<file path="config.mk">
export PLATFORM = sky130hd
export DESIGN_NAME = irq_low_pin_select
export DESIGN_NICKNAME = d
export VERILOG_FILES = /design/src/hdl/irq_low_pin_select_pkg.sv /design/src/hdl/irq_low_pin_select.sv
export VERILOG_INCLUDE_DIRS = /design/src /design/src/hdl
export SDC_FILE = /design/constraint.sdc
export NUM_CORES = 1
export LEC_CHECK = 0
export BUFFER_PORTS_ARGS = -buffer_cell sky130_fd_sc_hd__buf_2
export CAP_MARGIN = 20
export CORE_MARGIN = 2
export CORE_UTILIZATION = 50
export CTS_BUF_LIST = sky130_fd_sc_hd__clkbuf_4 sky130_fd_sc_hd__clkbuf_8
export CTS_CLUSTER_SIZE = 24
export DETAILED_ROUTE_END_ITERATION = 12
export GPL_TIMING_DRIVEN = 0
export PLACE_DENSITY = 0.81
export SKIP_CTS_REPAIR_TIMING = 1
export SLEW_MARGIN = 15
export SYNTH_ARGS = -nofsm -noshare
export SYNTH_HDL_FRONTEND = slang
export SYNTH_SLANG_ARGS = --single-unit
</file>
<file path="constraint.sdc">
create_clock -name clk_i -period 2 [get_ports clk_i]
set_input_delay 0.4 -clock clk_i [delete_from_list [all_inputs] [get_ports clk_i]]
set_output_delay 0.4 -clock clk_i [all_outputs]
set_load 0.01 [all_outputs]
</file>
<file path="src/hdl/irq_low_pin_select_regs.svh">
// Register offsets and reset values of the low interrupt pin selector.
// Assumes a plain one-cycle register port with read data one cycle after the strobe.
`ifndef IRQ_LOW_PIN_SELECT_REGS_SVH
`define IRQ_LOW_PIN_SELECT_REGS_SVH
`define IRQ_SEL_ADDR_W      4
`define IRQ_SEL_OFFSET      4'h0
`define IRQ_BUF_OFFSET      4'h1
`define IRQ_REQ_OFFSET      4'h2
`define IRQ_SEL_RESET       8'h00
`define IRQ_BUF_RESET       8'h00
`define IRQ_UNMAPPED_DATA   8'h00
`endif

</file>
<file path="src/hdl/irq_low_pin_select_pkg.sv">
// Types shared by the low interrupt pin selector.
// Assumes the register header supplies all offsets and reset values.
package irq_low_pin_select_pkg;
    typedef logic [7:0] byte_t;
    typedef enum logic [1:0] {
        REG_SELECT,
        REG_BUFFER,
        REG_REQUEST,
        REG_NONE
    } reg_id_t;
endpackage

</file>
<file path="src/hdl/irq_low_pin_select.sv">
// Pin selector for interrupt requests 0 to 7 with its register port.
// Assumes pin levels are asynchronous and that software keeps the switching order.
//
// The register addresses and the plain strobed port were left to the implementer.
`include "irq_low_pin_select_regs.svh"
module irq_low_pin_select
    import irq_low_pin_select_pkg::*;
(
    input  wire logic                       clk_i,
    input  wire logic                       sys_rst_i,
    input  wire logic [`IRQ_SEL_ADDR_W-1:0] addr_i,
    input  wire logic [7:0]                 wdata_i,
    input  wire logic                       wr_i,
    input  wire logic                       rd_i,
    output logic      [7:0]                 rdata_o,
    input  wire logic [7:0]                 port1_pin_i,
    input  wire logic [7:0]                 port5_pin_i,
    input  wire logic [7:0]                 port1_drive_i,
    input  wire logic [7:0]                 port5_drive_i,
    input  wire logic [7:0]                 port1_drive_en_i,
    input  wire logic [7:0]                 port5_drive_en_i,
    output logic      [7:0]                 port1_level_o,
    output logic      [7:0]                 port5_level_o,
    output logic      [7:0]                 irq_req_o
);
    byte_t irq_low_pin_select;
    byte_t input_buffer_control;
    byte_t p1_meta;
    byte_t p1_sync;
    byte_t p5_meta;
    byte_t p5_sync;
    byte_t next_p1_level;
    byte_t next_p5_level;

    function automatic reg_id_t decode(input logic [`IRQ_SEL_ADDR_W-1:0] a);
        case (a)
            `IRQ_SEL_OFFSET: decode = REG_SELECT;
            `IRQ_BUF_OFFSET: decode = REG_BUFFER;
            `IRQ_REQ_OFFSET: decode = REG_REQUEST;
            default:         decode = REG_NONE;
        endcase
    endfunction

    always_ff @(posedge clk_i)
    begin
        if (sys_rst_i)
        begin
            irq_low_pin_select <= `IRQ_SEL_RESET;
        end
        else if (wr_i && decode(addr_i) == REG_SELECT)
        begin
            irq_low_pin_select <= wdata_i;
        end
    end

    // Bit n of this register enables the input buffer of pin n on both ports.
    always_ff @(posedge clk_i)
    begin
        if (sys_rst_i)
        begin
            input_buffer_control <= `IRQ_BUF_RESET;
        end
        else if (wr_i && decode(addr_i) == REG_BUFFER)
        begin
            input_buffer_control <= wdata_i;
        end
    end

    always_ff @(posedge clk_i)
    begin
        if (sys_rst_i)
        begin
            p1_meta <= 8'h00;
            p1_sync <= 8'h00;
            p5_meta <= 8'h00;
            p5_sync <= 8'h00;
        end
        else
        begin
            p1_meta <= port1_pin_i;
            p1_sync <= p1_meta;
            p5_meta <= port5_pin_i;
            p5_sync <= p5_meta;
        end
    end

    // A driven pin is sensed at its own output value, as the pad loops back.
    // A disabled buffer reads low so no input function sees the pin.
    genvar n;
    generate
        for (n = 0; n < 8; n++)
        begin : g_pin
            always_comb
            begin
                next_p1_level[n] = input_buffer_control[n] &
                    (port1_drive_en_i[n] ? port1_drive_i[n] : p1_sync[n]);
                next_p5_level[n] = input_buffer_control[n] &
                    (port5_drive_en_i[n] ? port5_drive_i[n] : p5_sync[n]);
            end
        end
    endgenerate

    always_ff @(posedge clk_i)
    begin
        if (sys_rst_i)
        begin
            port1_level_o <= 8'h00;
            port5_level_o <= 8'h00;
        end
        else
        begin
            port1_level_o <= next_p1_level;
            port5_level_o <= next_p5_level;
        end
    end

    // The select steers the mux with no register in between, so a switch between pins
    // of different level shows as an edge; software must gate the request meanwhile.
    generate
        for (n = 0; n < 8; n++)
        begin : g_irq
            assign irq_req_o[n] = irq_low_pin_select[n] ?
                port5_level_o[n] : port1_level_o[n];
        end
    endgenerate

    always_ff @(posedge clk_i)
    begin
        if (sys_rst_i)
        begin
            rdata_o <= 8'h00;
        end
        else if (rd_i)
        begin
            case (decode(addr_i))
                REG_SELECT:  rdata_o <= irq_low_pin_select;
                REG_BUFFER:  rdata_o <= input_buffer_control;
                REG_REQUEST: rdata_o <= irq_req_o;
                default:     rdata_o <= `IRQ_UNMAPPED_DATA;
            endcase
        end
        else
        begin
            rdata_o <= 8'h00;
        end
    end

    // The route, level, drive, buffer and switch checks above sample single bits; the loop below repeats them on every line,
    // so a swapped or stuck mux bit cannot hide behind the chosen samples.
    generate
        for (n = 0; n < 8; n++)
        begin : g_chk

        end
    endgenerate
endmodule

</file>
-- After elaboration in Yosys (flattened, before gate mapping)
Index checks and enable logic that the tools add are counted.
W data, S select, Z words.
- flip-flop bits (word level): 72
- latch bits: 0
- memory bits (writable): 0
- ROM bits: 0
- output and inout bits: 32
- word-level logic and storage cells: 66
- memories: 0
- add/sub/neg operators: 0
- multipliers: 0
- div/mod/pow operators: 0
- order comparisons: 0
- equality and inequality tests: 5
- shift-type cells: 0
- multiplexer cells: 29
- bitwise operators: 17
- reduce and logical (&&, ||, !) cells: 6
- operator list (operator ; count):
    $mux W1 ; 24
    $pmux W8 S3 ; 1
    $and A1 B1 Y1 ; 16
    $mux W2 ; 3
    $pmux W2 S3 ; 1
    $eq A2 B1 Y1 const B ; 2
    $eq A4 B1 Y1 const B ; 1
    $eq A4 B2 Y1 const B ; 1
    $logic_not A2 Y1 ; 2
    $logic_not A4 Y1 ; 1
    $eq A2 B2 Y1 const B ; 1
    $logic_and A1 B1 Y1 ; 2
    $reduce_or A2 Y1 ; 1
    $not A1 Y1 ; 1

-- Longest topological paths before layout
- word-level depth: 6
- mapped depth: 4
- mapped depth without buffers: 3

-- Worst setup path after synthesis
OpenSTA, ideal clock, no wires.
- kind: input -> register
- from: in addr_i[1]
- to: reg rdata_o[0]
- data arrival time: 1214 ps
- path slack: 714 ps
- cell stages on the path: 4
- cell sequence: or3_1 buf_2 or2_0 a21oi_1
- cells in the longest elaborated chain, start to end: 6
- elaborated cells on any way between the ends: 10
- classes of those cells: 4 x eq/ne; 4 x mux; 2 x reduce/logical
- RTL lines (what ; line ; source):
    start, declared ; irq_low_pin_select.sv:11 ; input wire logic [`IRQ_SEL_ADDR_W-1:0] addr_i,
    $eq A4 B2 Y1 (tied with other cells) ; irq_low_pin_select.sv:36 ; case (a)
    $pmux W2 S3 (*) ; irq_low_pin_select.sv:36 ;
    $mux W2 (*) ; irq_low_pin_select.sv:133 ; else if (rd_i)
    $mux W2 (*) ; irq_low_pin_select.sv:129 ; if (sys_rst_i)
    $eq A2 B2 Y1 (tied with other cells) ; irq_low_pin_select.sv:135 ; case (decode(addr_i))
    $pmux W8 S3 (*) ; irq_low_pin_select.sv:135 ;
    end signal, assigned ; irq_low_pin_select.sv:136 ; REG_SELECT: rdata_o <= irq_low_pin_select;
    end signal, assigned ; irq_low_pin_select.sv:137 ; REG_BUFFER: rdata_o <= input_buffer_control;
    end signal, assigned ; irq_low_pin_select.sv:138 ; REG_REQUEST: rdata_o <= irq_req_o;
    end, declared ; irq_low_pin_select.sv:15 ; output logic [7:0] rdata_o,
Every way passes the cells marked *; elsewhere a longest branch is shown, timed or not. The select of a mux whose other input is x is not followed.
A chain may end at the register's enable or synchronous reset.

-- Worst setup path after layout
- from: reg irq_low_pin_select[3]
- to: out irq_req_o[3]
- cells in the longest elaborated chain, start to end: 1
- RTL lines (what ; line ; source):
    start, declared ; irq_low_pin_select.sv:26 ; byte_t irq_low_pin_select;
    start signal, assigned ; irq_low_pin_select.sv:48 ; irq_low_pin_select <= `IRQ_SEL_RESET;
    start signal, assigned ; irq_low_pin_select.sv:52 ; irq_low_pin_select <= wdata_i;
    $mux W1 ; irq_low_pin_select.sv:122 ; assign irq_req_o[n] = irq_low_pin_select[n] ?
    end, declared ; irq_low_pin_select.sv:24 ; output logic [7:0] irq_req_o
No other way between the ends.

==> flow_summary.toml <==
[outcome]
status = "finished clean"

[synthesis]
syn_area_sq_um = 2570
synth-seq-area-share_pct = 56.0
yosys.area.top_type = "dfxtp_1"
yosysUniqueCellTypes = 18
syn_avg_cell_area_sq_um = 11.0
async_reset_ff_share_pct = 0
synth_common_cells = "dfxtp_1, mux2i_1, nor2b_1, nand2b_1, nor2_1"
synth_seq_cells = 72
synthCells = 234
syn-num-nets = 298
ys_warn_count = 0
synth_edf_count = 0
synth_area_leaders = "dfxtp_1, mux2i_1, nor2b_1, nand2b_1, mux2_2"
synth_flop_cell = "dfxtp_1"
synth.top_cell.area_share_pct = 56.0
synth.most_common_cell = "dfxtp_1"

[setup_path]
required_ns = 1.60
cpMaxStageDelayCell = "dfxtp_1"
worstPathCellList = "mux2_2 > buf_2"
path_buf_inv = 1
crit_arrival_ns = 1.23
crit_fanout = 3
cp-start-kind = "flip-flop"
endpoint_kind = "output pin"
max_stage_delay_ns = 0.38
path_delay_family = "flip-flops"
worstSetupPathType = "reg -> out"

[clock_tree]
cts_tree = "done"
clock_path_buffers = 2
cts.reportedPaths.clkPinSlew_ns = 0.07
cts.sinks = 72
root_buffer = "clkbuf_8"
clock_latency_ns = 0.33
htreeDepth = 3
cts_made_buffers = 9

[layout]
register_area_sq_um = 1440
diodes = 0
fill_cells = 414
finalNetCount = 403
post-route-util_pct = 66.2
drive_gt1_share_pct = 36.0
synthToLayoutAreaGrowth_pct = 29.7
multi_input_area_sq_um = 1090

[route]
routed_via_density = 4.70
drc = 0
drt-pass1-iter-count = 4
postRouteAntennaNets = 0
wirelength_um = 5320
avgRoutedWirePerCell_um = 12.9
num_vias = 1947
drtIter0Drc = 60

[job]
maxCapViolCount = 0

[power]
finalPower_mw = 2.82
p_leak_nw = 1.53
power_density_nw_per_um2 = 844
vdd_drop_max_uv = 548

[die]
ioPinCount = 96
row_count = 26
fp.dieArea_sq_um = 5740
core_sq_um = 5040
initial_core_util_pct = 51.0
chipWidth_um = 75.7
die-height_um = 75.7

[sta]
finalMaxSlewViolations = 0
fin_crit_sh_pct = 81.5
fin_crit_ns = 1.63
rsz0062_at_grt = "no"
worstMarginPinSlew_ns = 0.944
fin_tns_setup_ns = 0
hold_viol = 0
setup_viol_count_final = 0
fin_worst_skew_ns = 0.00644
relSlewSlack_pct = 36.9
worst_slack_ns = 0.369
fmax_mhz = 613

[global_route]
antenna_found_initial = 0
overflow = 0
track_usage_pct = 19.2
grt_pass1_wl_um = 7760
grt_start_max_net_pins = 12
grt_pass1_vias = 1730

[placement]
hpwl_um = 3870
dp_slack_ns = 0.280
portBuffers = 94
gp_congestion = 0.763

[worst_hold_path]
min_path_type = "in -> reg"
==> metrics by stage <==
stage	hold slack, ns	instances	instance area (sq um)
floorplan	0.414	234	2570
global route	0.276	414	3340
global placement	0.417	398	3130
finish	0.275	414	3340
CTS	0.263	414	3340
detailed placement	0.420	398	3130
==> registers in the layout, indices dropped and copies added (netlist names) <==
name                  flops
input_buffer_control      8
irq_low_pin_select        8
p1_meta                   8
p1_sync                   8
p5_meta                   8
p5_sync                   8
port1_level_o             8
port5_level_o             8
rdata_o                   8
==> worst register-to-register path: cells and delay by family, from the launching register on <==
family | cells | cell delay, ns
AO/OA/AOI/OAI | 1 | 0.15
flip-flops | 1 | 0.36
multiplexers | 1 | 0.35
AND/OR/NAND/NOR | 1 | 0.05
==> cell families (layout without fill, tap and decap cells) <==
kind of cell	Yosys count	count (layout)	synth area share [%]
AND/OR/NAND/NOR	96	96	21.5
buffers and inverters	10	120	1.75
multiplexers	48	48	19.1
flip-flops	72	72	56.0
AO/OA/AOI/OAI	8	8	1.70
==> metal layers <==
| metal | track usage, % | part of all wire, % | up-vias |
|---|---|---|---|
| met2 | 31.4 | 47 | 76 |
| met3 | 5.69 | 7.4 | 9 |
| met5 | 0 | 0 | - |
| met1 | 22.2 | 44 | 882 |
| met4 | 11.5 | 1.8 | 0 |
| li1 | - | - | 980 |
==> cell type report <==
type	count	area share, %
sequential	72	43.2
multi-input combinational	152	32.6
timing repair buffer	94	14.1
clock buffer	13	4.99
tap	70	2.62
buffer	10	1.35
clock inverter	3	1.20
==> cell usage in the layout (no fill, tap or decap) <==
cell and n:
nor4b_1 1, or3_1 1, bufinv_16 1, a21oi_1 7, buf_2 96, mux2i_1 40, clkbuf_4 2, and2_1 1
buf_4 1, a2bb2oi_1 1, nor2_1 17, nor2b_1 33, nand2_1 10, clkbuf_1 6, clkbuf_8 11, mux2_2 8
clkbuf_2 1, nand2b_1 24, clkinv_2 2, nor4b_2 2, dfxtp_1 72, or2_0 7
==> power breakdown <==
part           total (mW)  switching [mW]  internal, mW
sequential           1.48         0.00902          1.47
combinational       0.175          0.0768        0.0984
clock                1.17           0.497         0.669
==> path summary, 6_finish.rpt <==
check | from | endpoint | slack, ns | cells past startpoint
worst max-delay path | irq_low_pin_select[3] | irq_req_o[3] | 0.37 | 2
worst min-delay path | port5_pin_i[3] | p5_meta[3] | 0.28 | 2
worst max register to register | irq_low_pin_select[7] | rdata_o[7] | 0.97 | 3
worst min register to register | p5_meta[0] | p5_sync[0] | 0.44 | 1
(Power assumes the default switching activity.)
